===== src/luhp_consts.vh =====
// Shared constants of the line unit parallel host port
`ifndef LUHP_CONSTS_VH
`define LUHP_CONSTS_VH
`define LUHP_DATA_W       8
`define LUHP_ADDR_W       5
`define LUHP_CTRL_DEPTH   32
`define LUHP_CTRL_RST     8'h00
`define LUHP_SEL_MUX      2'b00
`define LUHP_SEL_NONMUX   2'b01
`define LUHP_SEL_SERIAL   2'b10
`define LUHP_SEL_HW       2'b11
`define LUHP_STS_W        8
`endif


===== src/luhp_sync.v =====
// Three-stage synchroniser for asynchronous pin inputs
`timescale 1ns/1ps
module luhp_sync #(
  parameter W = 1
) (
  input  wire         clk_sys, // System clock
  input  wire         rstn,    // Synchronous reset, active low
  input  wire [W-1:0] d,       // Asynchronous input
  output wire [W-1:0] q        // Debounced synchronised output
);
  reg [W-1:0] s1_q;
  reg [W-1:0] s2_q;
  reg [W-1:0] s3_q;
  reg [W-1:0] out_q;
  always @(posedge clk_sys) begin
    if (!rstn) begin
      s1_q  <= {W{1'b0}};
      s2_q  <= {W{1'b0}};
      s3_q  <= {W{1'b0}};
      out_q <= {W{1'b0}};
    end else begin
      s1_q <= d;
      s2_q <= s1_q;
      s3_q <= s2_q;
      // A change counts only once two late stages agree
      out_q <= (s2_q & s3_q) | (~(s2_q ^ s3_q) & s2_q) | ((s2_q ^ s3_q) & out_q);
    end
  end
  assign q = out_q;
endmodule // luhp_sync


===== src/luhp_alert.v =====
// Status latch and open-drain alert driver
`timescale 1ns/1ps
`include "luhp_consts.vh"
module luhp_alert #(
  parameter W = `LUHP_STS_W
) (
  input  wire         clk_sys,    // System clock
  input  wire         rstn,       // Synchronous reset, active low
  input  wire [W-1:0] cond,       // Synchronised status conditions
  input  wire [W-1:0] enable,     // Per-condition alert enable
  input  wire [W-1:0] clr,        // One-cycle clear of change flags
  output reg  [W-1:0] change_q,   // Sticky change-of-condition flags
  output reg          alert_oe_q  // Drive host_alert_n low when high
);
  reg [W-1:0] prev_q;
  wire [W-1:0] chg;
  assign chg = cond ^ prev_q;
  always @(posedge clk_sys) begin
    if (!rstn) begin
      prev_q     <= {W{1'b0}};
      change_q   <= {W{1'b0}};
      alert_oe_q <= 1'b0;
    end else begin
      prev_q     <= cond;
      // Set wins over clear so no change event is lost
      change_q   <= (change_q & ~clr) | chg;
      alert_oe_q <= |(enable & (cond | change_q));
    end
  end
endmodule // luhp_alert


===== src/luhp_host_port.v =====
// Parallel 8-bit host port with control registers and alert output
`timescale 1ns/1ps
`include "luhp_consts.vh"
// Overview of operation
// - Non-multiplexed mode takes the register address from the five address pins.
// - Multiplexed mode captures the address from the bus lines on the rising latch edge.
// - Accesses happen only while chip select is low; read and write strobes are ignored otherwise, but the address latch still captures.
// - In multiplexed mode the eight bus lines carry address first and then data.
// - In non-multiplexed mode the eight lines carry only data, host on write, device on read.
// - While the reset pin is low, every control register bit is forced to zero.
// - The alert output is pulled low while an enabled condition or change is reported.
// - With the parallel port, timing select high picks strobe-with-direction timing.
// - Timing select high gives the three strobe pins their strobe, address and direction roles.
// - In non-multiplexed strobe-with-direction timing the data strobe is active low.
// - The two select pins pick multiplexed, non-multiplexed, serial or pin control.
module luhp_host_port #(
  parameter DW = `LUHP_DATA_W,
  parameter AW = `LUHP_ADDR_W,
  parameter SW = `LUHP_STS_W
) (
  input  wire          clk_sys,           // System clock, 100 MHz
  input  wire          rstn,              // Synchronous reset, active low
  input  wire          pin_reset_n,       // Hardware reset pin, active low
  input  wire          host_port_sel_lo,  // Interface select bit 0
  input  wire          host_port_sel_hi,  // Interface select bit 1
  input  wire          bus_timing_select, // Strobe style select
  input  wire          chip_select_n,     // Chip select, active low
  input  wire          read_pin,          // Read strobe or data strobe
  input  wire          write_pin,         // Write strobe or direction
  input  wire          address_latch_pulse, // Address latch or strobe
  input  wire [AW-1:0] addr_line,         // addr_line_low..addr_line_high
  input  wire [DW-1:0] bus_line_i,        // bus_line_lsb..msb, input
  output reg  [DW-1:0] bus_line_o,        // Bus lines, output value
  output reg           bus_line_oe,       // Bus lines driven when high
  input  wire [SW-1:0] status_cond,       // Status conditions from the line unit
  output wire [SW-1:0] status_change,     // Sticky change flags
  output wire          host_alert_n_o,    // Alert pin output level
  output wire          host_alert_n_oe,   // Alert pin drive enable
  output wire [DW*`LUHP_CTRL_DEPTH-1:0] ctrl_bits, // All control registers
  output wire          parallel_active    // Parallel port selected
);
  localparam DEPTH = `LUHP_CTRL_DEPTH;
  localparam ST_IDLE = 1'b0;
  localparam ST_ACC  = 1'b1;
  // Status at top address, change flags just below, alert enables below those
  localparam [AW-1:0] STS_ADDR = {AW{1'b1}};
  localparam [AW-1:0] CHG_ADDR = STS_ADDR - 1'b1;
  localparam [AW-1:0] EN_ADDR  = STS_ADDR - 2'd2;

  // Active-low pins pass the synchroniser inverted so its cleared state reads as idle:
  // no false strobe, chip select or pin reset in the cycles after rstn releases
  localparam [DW+AW+7:0] IDLE_MASK = {{(DW+AW){1'b0}}, 8'h8e};
  wire [DW+AW+8-1:0] sync_in;
  wire [DW+AW+8-1:0] sync_raw;
  wire [DW+AW+8-1:0] sync_out;
  assign sync_in = {bus_line_i, addr_line, pin_reset_n, host_port_sel_lo, host_port_sel_hi,
                    bus_timing_select, chip_select_n, read_pin, write_pin,
                    address_latch_pulse} ^ IDLE_MASK;
  luhp_sync #(.W(DW+AW+8)) u_sync (
    .clk_sys (clk_sys),
    .rstn    (rstn),
    .d       (sync_in),
    .q       (sync_raw)
  );
  assign sync_out = sync_raw ^ IDLE_MASK;
  wire [DW-1:0] bus_s  = sync_out[DW+AW+7:AW+8];
  wire [AW-1:0] addr_s = sync_out[AW+7:8];
  wire pin_reset_n_n_s = sync_out[7];
  wire [1:0] sel_s = {sync_out[5], sync_out[6]};
  wire bus_timing_select_s = sync_out[4];
  wire cs_n_s = sync_out[3];
  wire rd_s   = sync_out[2];
  wire wr_s   = sync_out[1];
  wire ale_s  = sync_out[0];

  wire is_mux    = (sel_s == `LUHP_SEL_MUX);
  wire is_nonmux = (sel_s == `LUHP_SEL_NONMUX);
  assign parallel_active = is_mux | is_nonmux;

  // Strobe decode per timing style
  wire rd_act = bus_timing_select_s ? (~rd_s & wr_s) : ~rd_s;
  wire wr_act = bus_timing_select_s ? (~rd_s & ~wr_s) : ~wr_s;
  wire sel_ok = parallel_active & ~cs_n_s;

  reg          ale_prev_q;
  reg [AW-1:0] mux_addr_q;
  always @(posedge clk_sys) begin
    if (!rstn) begin
      ale_prev_q <= 1'b0;
      mux_addr_q <= {AW{1'b0}};
    end else begin
      ale_prev_q <= ale_s;
      if (is_mux && ale_s && !ale_prev_q)
        mux_addr_q <= bus_s[AW-1:0];
    end
  end
  wire [AW-1:0] acc_addr = is_mux ? mux_addr_q : addr_s;

  reg [DW-1:0] ctrl_q [0:DEPTH-1];
  reg          state_q;
  wire         wr_fire = sel_ok & wr_act & (state_q == ST_IDLE);
  // One write per strobe; edge-held to avoid repeat writes during a long strobe
  always @(posedge clk_sys) begin
    if (!rstn)
      state_q <= ST_IDLE;
    else begin
      case (state_q)
        ST_IDLE: if (sel_ok & wr_act) state_q <= ST_ACC;
        ST_ACC:  if (!(sel_ok & wr_act)) state_q <= ST_IDLE;
        default: state_q <= ST_IDLE;
      endcase
    end
  end

  wire [SW-1:0] chg_clr = (wr_fire && acc_addr == CHG_ADDR) ? bus_s[SW-1:0] : {SW{1'b0}};
  genvar gi;
  generate
    for (gi = 0; gi < DEPTH; gi = gi + 1) begin : g_ctrl
      localparam integer IDX = gi;
      always @(posedge clk_sys) begin
        if (!rstn || !pin_reset_n_n_s)
          ctrl_q[gi] <= `LUHP_CTRL_RST;
        else if (wr_fire && {{(32-AW){1'b0}}, acc_addr} == IDX)
          ctrl_q[gi] <= bus_s;
      end
      assign ctrl_bits[gi*DW +: DW] = ctrl_q[gi];
    end
  endgenerate

  wire alert_oe;
  luhp_alert #(.W(SW)) u_alert (
    .clk_sys    (clk_sys),
    .rstn       (rstn),
    .cond       (status_cond),
    .enable     (ctrl_q[EN_ADDR][SW-1:0]),
    .clr        (chg_clr),
    .change_q   (status_change),
    .alert_oe_q (alert_oe)
  );
  assign host_alert_n_o  = 1'b0;
  assign host_alert_n_oe = alert_oe;

  reg [DW-1:0] rd_mux;
  always @* begin
    rd_mux = ctrl_q[acc_addr];
    if (acc_addr == STS_ADDR)
      rd_mux = status_cond;
    else if (acc_addr == CHG_ADDR)
      rd_mux = status_change;
  end

  always @(posedge clk_sys) begin
    if (!rstn) begin
      bus_line_o  <= {DW{1'b0}};
      bus_line_oe <= 1'b0;
    end else begin
      bus_line_oe <= sel_ok & rd_act;
      if (sel_ok & rd_act)
        bus_line_o <= rd_mux;
    end
  end
endmodule // luhp_host_port


===== config.mk =====
export PLATFORM = sky130hd
export DESIGN_NAME = luhp_host_port
export DESIGN_NICKNAME = d
export VERILOG_FILES = /design/src/luhp_sync.v /design/src/luhp_alert.v /design/src/luhp_host_port.v
export VERILOG_INCLUDE_DIRS = /design/src
export SDC_FILE = /design/constraint.sdc
export NUM_CORES = 1
export LEC_CHECK = 0
export BUFFER_PORTS_ARGS = -buffer_cell sky130_fd_sc_hd__buf_2
export CAP_MARGIN = 20
export CORE_ASPECT_RATIO = 2
export CORE_MARGIN = 8
export CORE_UTILIZATION = 35
export CTS_BUF_LIST = sky130_fd_sc_hd__clkbuf_16
export CTS_CLUSTER_SIZE = 20
export DETAILED_ROUTE_END_ITERATION = 10
export PLACE_DENSITY_LB_ADDON = 0.1
export SLEW_MARGIN = 20
export SYNTH_ARGS = -nofsm -noshare
export SYNTH_HDL_FRONTEND = slang
export SYNTH_SLANG_ARGS = --single-unit

===== constraint.sdc =====
create_clock -name clk_sys -period 2.9 [get_ports clk_sys]
set_input_delay 0.29 -clock clk_sys [delete_from_list [all_inputs] [get_ports clk_sys]]
set_output_delay 0.29 -clock clk_sys [all_outputs]
set_load 0.01 [all_outputs]

After elaboration in Yosys (flattened, before gate mapping)
Memory sizes are Yosys's and may differ from the RTL's.
Cells that the tools add are included.
{"block": "word_totals", "reg_bits": 117, "ram_bits": 256, "inputBits": 31, "output_inout_bits": 276, "wordCells": 281, "mem_count": 1}
{"name": "ctrl_q", "depth": 32, "word_bits": 8, "rd": 33, "rd_clocked_by_memory_dff": 0, "wr": 32, "line_no": "luhp_host_port.v:99", "rtl": "reg [DW-1:0] ctrl_q [0:DEPTH-1];"}
{"block": "classes", "n_eq_ne": 32, "n_mux": 137, "bitwise_logic": 58, "n_reduce_logical": 41}
{"cell": "8-bit two-way mux", "count": 35}
{"cell": "1-bit two-way mux", "count": 101}
{"cell": "5-bit == test, second input constant", "count": 16}
{"cell": "21-bit AND", "count": 3}
{"cell": "21-bit bitwise OR", "count": 2}
{"cell": "5-bit by 4-bit == test with 1-bit output, second input constant", "count": 8}
{"cell": "1-bit logical AND", "count": 34}
{"cell": "1-bit bitwise OR", "count": 33}
{"cell": "21-bit inverter", "count": 1}
{"cell": "21-bit bitwise XOR", "count": 1}
{"cell": "5-bit by 3-bit == test with 1-bit output, second input constant", "count": 4}
{"cell": "8-bit AND", "count": 2}
{"cell": "8-bit bitwise OR", "count": 2}
{"cell": "5-bit by 2-bit == test with 1-bit output, second input constant", "count": 2}
{"cell": "4-bit inverter", "count": 2}
{"cell": "8-bit inverter", "count": 1}
{"cell": "8-bit OR reduction", "count": 1}
{"cell": "8-bit bitwise XOR", "count": 1}
{"cell": "1-bit AND", "count": 6}
{"cell": "5-bit by 1-bit == test with 1-bit output, second input constant", "count": 1}
{"cell": "5-bit logical NOT", "count": 1}
{"cell": "5-bit two-way mux", "count": 1}
{"cell": "1-bit inverter", "count": 4}
{"cell": "1-bit logical NOT", "count": 3}
{"cell": "3 further kinds", "count": 3}

Depth between registers and ports, before layout
{"block": "depth", "depth_word": 11, "ltp_mapped": 11, "ltp_nobuf": 6}

Hierarchy
From an unflattened synthesis, not the netlist that was laid out.
{"block": "unflattened", "hier_cells": 1340, "area_unflattened_um2": 16415.7}
{"mod": "luhp_host_port", "instances": 1, "cells_per_inst": 1060, "area_each_um2": 13078.8, "seq_area_each_um2": 8007.7}
{"mod": "luhp_sync", "instances": 1, "cells_per_inst": 219, "area_each_um2": 2678.8, "seq_area_each_um2": 1681.6}
{"mod": "luhp_alert", "instances": 1, "cells_per_inst": 61, "area_each_um2": 658.1, "seq_area_each_um2": 340.3}

Worst setup path before layout
No wires, ideal clock.
{"block": "synth_timing", "path_kind": "flip-flop to flip-flop", "from": "register u_sync.out_q[6] (netlist: u_sync.q[6])", "to": "memory ctrl_q[23][0] (netlist bit) (enable)", "setup_time_ns": 0.384, "arrival_time_ns": 2.398, "required_ns": 2.516, "path_slack_ns": 0.118, "path_stages_with_launch": 11, "path_buffers": 5, "synth_period_minus_slack_ns": 2.782, "path_cell_list": "dfxtp_1 buf_2 or3b_1 buf_2 and2_4 buf_6 buf_6 buf_6 nor2_2 nand2_1 o21ai_0"}
{"element": "start, declared", "line_no": "luhp_sync.v:14", "rtl": "reg [W-1:0] out_q;"}
{"element": "start signal, assigned", "line_no": "luhp_sync.v:20", "rtl": "out_q <= {W{1'b0}};"}
{"element": "start signal, assigned", "line_no": "luhp_sync.v:26", "rtl": "out_q <= (s2_q & s3_q) | (~(s2_q ^ s3_q) & s2_q) | ((s2_q ^ s3_q) & out_q);"}
{"element": "end, declared", "line_no": "luhp_host_port.v:99"}

Worst setup path in the final report
{"block": "layout_timing", "from": "register u_sync.out_q[5] (netlist: u_sync.q[5])", "to": "register bus_line_o[0]"}
{"block": "layout_between", "elab_chain_len": 5, "word_cells_on_any_way": 11, "cone_classes": "eq/ne: 3; mux: 3; bitwise: 3; reduce/logical: 1; memory: 1"}
{"element": "2-bit logical NOT (no source line)"}
{"element": "5-bit two-way mux", "line_no": "luhp_host_port.v:97", "rtl": "wire [AW-1:0] acc_addr = is_mux ? mux_addr_q : addr_s;"}
{"element": "memory 32 x 8 bit / 5-bit == test (equally long branches)"}
{"element": "8-bit two-way mux", "line_no": "luhp_host_port.v:148", "rtl": "else if (acc_addr == CHG_ADDR)"}
{"element": "8-bit two-way mux", "line_no": "luhp_host_port.v:146", "rtl": "if (acc_addr == STS_ADDR)"}
{"element": "end signal, assigned", "line_no": "luhp_host_port.v:154", "rtl": "bus_line_o <= {DW{1'b0}};"}
{"element": "end signal, assigned", "line_no": "luhp_host_port.v:159", "rtl": "bus_line_o <= rd_mux;"}
{"element": "end, declared", "line_no": "luhp_host_port.v:33", "rtl": "output reg [DW-1:0] bus_line_o,"}
Several ways; a longest one is shown, not always the timed one.
A chain may end at the register's enable or synchronous reset.

==> flow_summary.yaml <==
drt:
  antenna_violating_nets_post_route: 0
  wl_um: 65660
  routedWlPerCell_um: 26.37
  drt_first_pass_iters: 5
  vias: 12840
  detailed_router_s_first_iteration_violation_count: 888
  drc: 0
  vias_per_cell: 5.158
worst_setup_path:
  timing.critical_path.slowest_stage_cell: "or3b_2"
  cp_top_family: "simple AND/OR/NAND/NOR gates"
  critical_path_cell_list: "buf_4, or3b_2, buf_4, a21boi_0, o32ai_1, nor4_1, buf_4, nor3_1, o41ai_1"
  required_ns: 3.33
  crit_path_max_incr_delay_ns: 0.47
  cp.buffers_inverters: 3
  worst_r2r_path_depth: 9
  timing.critical_path.to_type: "register"
  arrival_ns: 3.25
  critPathLaunchType: "register"
  critical_path.most_common_cell: "buf_4"
  critical_path_class: "register to register"
  cp.depth: 9
  crit_fanout: 19
clock_tree:
  ctsLongestPathBuffers: 3
  cts_inserted_buffers: 36
  cts.htree.levels: 2
  worst_skew_pair.late_latency_ns: 0.54
  tritoncts: "yes"
  root_buffer: "clkbuf_16"
  cts.sinks: 373
  clkSlewWorstSetupHoldPaths_ns: 0.06
synthesis:
  synthFlopType: "edfxtp_1"
  netlist_top_cells_area: "edfxtp_1 (46%), dfxtp_1 (14%), and2_1 (12%)"
  syn_nets: 1518
  synth_top_cell_area_share_pct: 45.84
  synth_area_um2: 16770
  flip_flop_and_latch_count_after_synthesis: 373
  ys_seq_area_share_pct: 59.81
  syn-mean-instance-area_um2: 11.44
  most_area_hungry_cell_type_in_the_yosys_netlist: "edfxtp_1"
  number_of_distinct_standard_cells_referenced_by_the_synthesized_netlist: 67
  synth_edf_count: 256
  syn-instance-count: 1466
  synth-warning-count: 0
  async_reset_ff_share_pct: 0
global_routing:
  grt_busiest_layer: "met2"
  gr-usage-met2_pct: 44.06
  number_of_antenna_violations_at_the_first_check_in_global_routing: 0
  global_routing_met3_resource_utilization_pct: 4.180
  grt_util_all_layers_pct: 23.21
  met1_usage_pct: 23.51
  grt_start_max_net_pins: 71
  grt_first_pass_wirelength_um: 92670
  first_global_vias: 13090
  grt_overflow: 0
sta:
  fin_setup_tns_ns: 0
  layout_min_cycle_time_ns: 2.814
  final.period_utilization_pct: 97.04
  worst-slew-pin-transition_ns: 0.9721
  maximum_clock_frequency_ghz: 0.3554
  final_hold_violations: 0
  rsz0062_at_grt: "no"
  final-setup-viol-count: 0
  max_slew_margin_pct: 35.19
  timing_max_transition_violations_final: 0
  final.setup_skew_ns: 0.01508
cells_and_area:
  final_layout_size_suffix_gt1_share_pct: 27.07
  diodes: 0
  final_net_count: 1887
  layout.cells.most_common: "and2_1"
  mostFrequentLayoutCells: "and2_1 (317), buf_2 (305), edfxtp_1 (256)"
  flow.area_growth_from_synthesis_pct: 23.92
power:
  vdd_ir_drop_max_mv: 0.3636
  power.density_cell_area_nw_per_um2: 529.5
  totalPowerFinal_w: 0.01100
  seq_power_share_pct: 54.6
  logic_pwr_share_pct: 5.6
  power.leakage_nw: 8.640
  p_sw_w: 0.002539
  power.switching_fraction_pct: 23.08
  power_report.internal_total_w: 0.008465
  power_frac_clock_pct: 39.9
outcome:
  run_status: "finished, final reports clean"
die:
  die_y_um: 325.6
  top_level_ports: 307
  core_um2: 47360
  die_area_um2: 55600
  fp-row-count: 113
  die_w_um: 170.8
  starting_density_of_the_core_pct: 35.41
place:
  dp_hpwl_um: 50900
  place_congestion: 0.9312
  port-buffer-count: 305
min_path:
  hold_path_depth: 2
  hp-class: "primary input to register"
run:
  maxCapViolCount: 0
what timing repair did:
item                                    CTS  global route
hold buffers                             21             0
endpoints found under the hold margin    21             0
buffers inserted                          2             0
resized for setup                         1             3
endpoints found under the setup margin    2             3
worst reg2reg max path, delay by kind of cell (launching register included):
kind	cells	cell delay, ns
AO/OA/AOI/OAI	3	0.72
buffers and inverters	3	0.65
AND/OR/NAND/NOR	3	1.01
flip-flops	1	0.33
cell type report:
class | count | area [um2]
Multi-Input combinational cell | 978 | 6240
Clock buffer | 38 | 950.9
Sequential cell | 373 | 10030
Tap cell | 632 | 790.8
Clock inverter | 23 | 110.1
Inverter | 12 | 45.04
Fill cell | 4535 | 26580
Timing Repair Buffer | 434 | 2610
through the flow:
stage	hold WS, ns	cell area [um2]	setup slack (ns)	instances	util (%)
final	0.06986	20780	0.08598	2490	43.88
after global routing	0.05054	20780	0.0003109	2490	43.88
after CTS	0.05113	20770	0.1025	2490	43.86
after detailed placement	0.4169	19480	-0.04340	2406	41.13
after global placement	0.4147	19480	-0.02965	2406	41.13
after floorplan	0.3567	16770	0.1180	1466	-
Yosys cell counts, types with 6 or more instances:
library cell / instances
a211oi_1: 25
clkbuf_1: 66
dfxtp_1: 117
a21boi_0: 15
a2111oi_0: 6
and2_1: 317
a32oi_1: 13
a21oi_1: 37
nor4_1: 14
buf_6: 6
buf_2: 27
ha_1: 21
nand2_1: 67
xor2_1: 8
and3_1: 52
o21ai_0: 86
nor2_1: 141
edfxtp_1: 256
nor3_1: 6
mux2_2: 6
o32ai_1: 13
a41oi_1: 7
nand3_1: 11
mux2i_1: 59
inv_1: 11
o41ai_1: 6
cell families (layout without fill, tap and decap cells):
logic type | Yosys count | count (layout) | synth area share (%)
flops | 373 | 373 | 59.81
buf+inv | 115 | 507 | 3.111
xor+xnor | 8 | 8 | 0.4178
mux | 70 | 70 | 4.544
simple gates | 635 | 635 | 20.78
other cells | 1 | 1 | 0.02236
compound gates | 243 | 243 | 9.752
fa+ha+maj | 21 | 21 | 1.567
worst paths after layout:
kind         slack, ns           endpoint             from
max               0.09      bus_line_o[0]      u_sync.q[5]
max reg2reg       0.09      bus_line_o[0]      u_sync.q[5]
min reg2reg       0.43    u_sync.s2_q[19]  u_sync.s1_q[19]
min               0.07  u_alert.prev_q[3]   status_cond[3]
metal layers:
layer / vias up / wire length [um]
li1: 5953 / -
met3: 131 / 3803
met1: 6259 / 22990
met5: - / 0
met2: 500 / 35410
met4: 0 / 3458
power groups by stage:
stage          sequential, W  combinational [W]  clock (W)
4_1_cts              0.00600           0.000625    0.00450
2_1_floorplan        0.00612           0.000203          0
5_1_grt              0.00602           0.000664    0.00469
6_report             0.00600           0.000611    0.00439
3_3_place_gp         0.00612           0.000597          0
3_5_place_dp         0.00612           0.000602          0
state kept, by name, indices dropped and copies added (netlist names):
| register | flops |
|---|---|
| bus_line_o | 8 |
| u_sync.q | 21 |
| u_sync.s3_q | 21 |
| mux_addr_q | 5 |
| ctrl_q | 256 |
| u_alert.change_q | 8 |
| bus_line_oe | 1 |
| u_sync.s2_q | 21 |
| state_q | 1 |
| ale_prev_q | 1 |
| u_alert.alert_oe_q | 1 |
| u_alert.prev_q | 8 |
| u_sync.s1_q | 21 |
(Power assumes the default switching activity.)
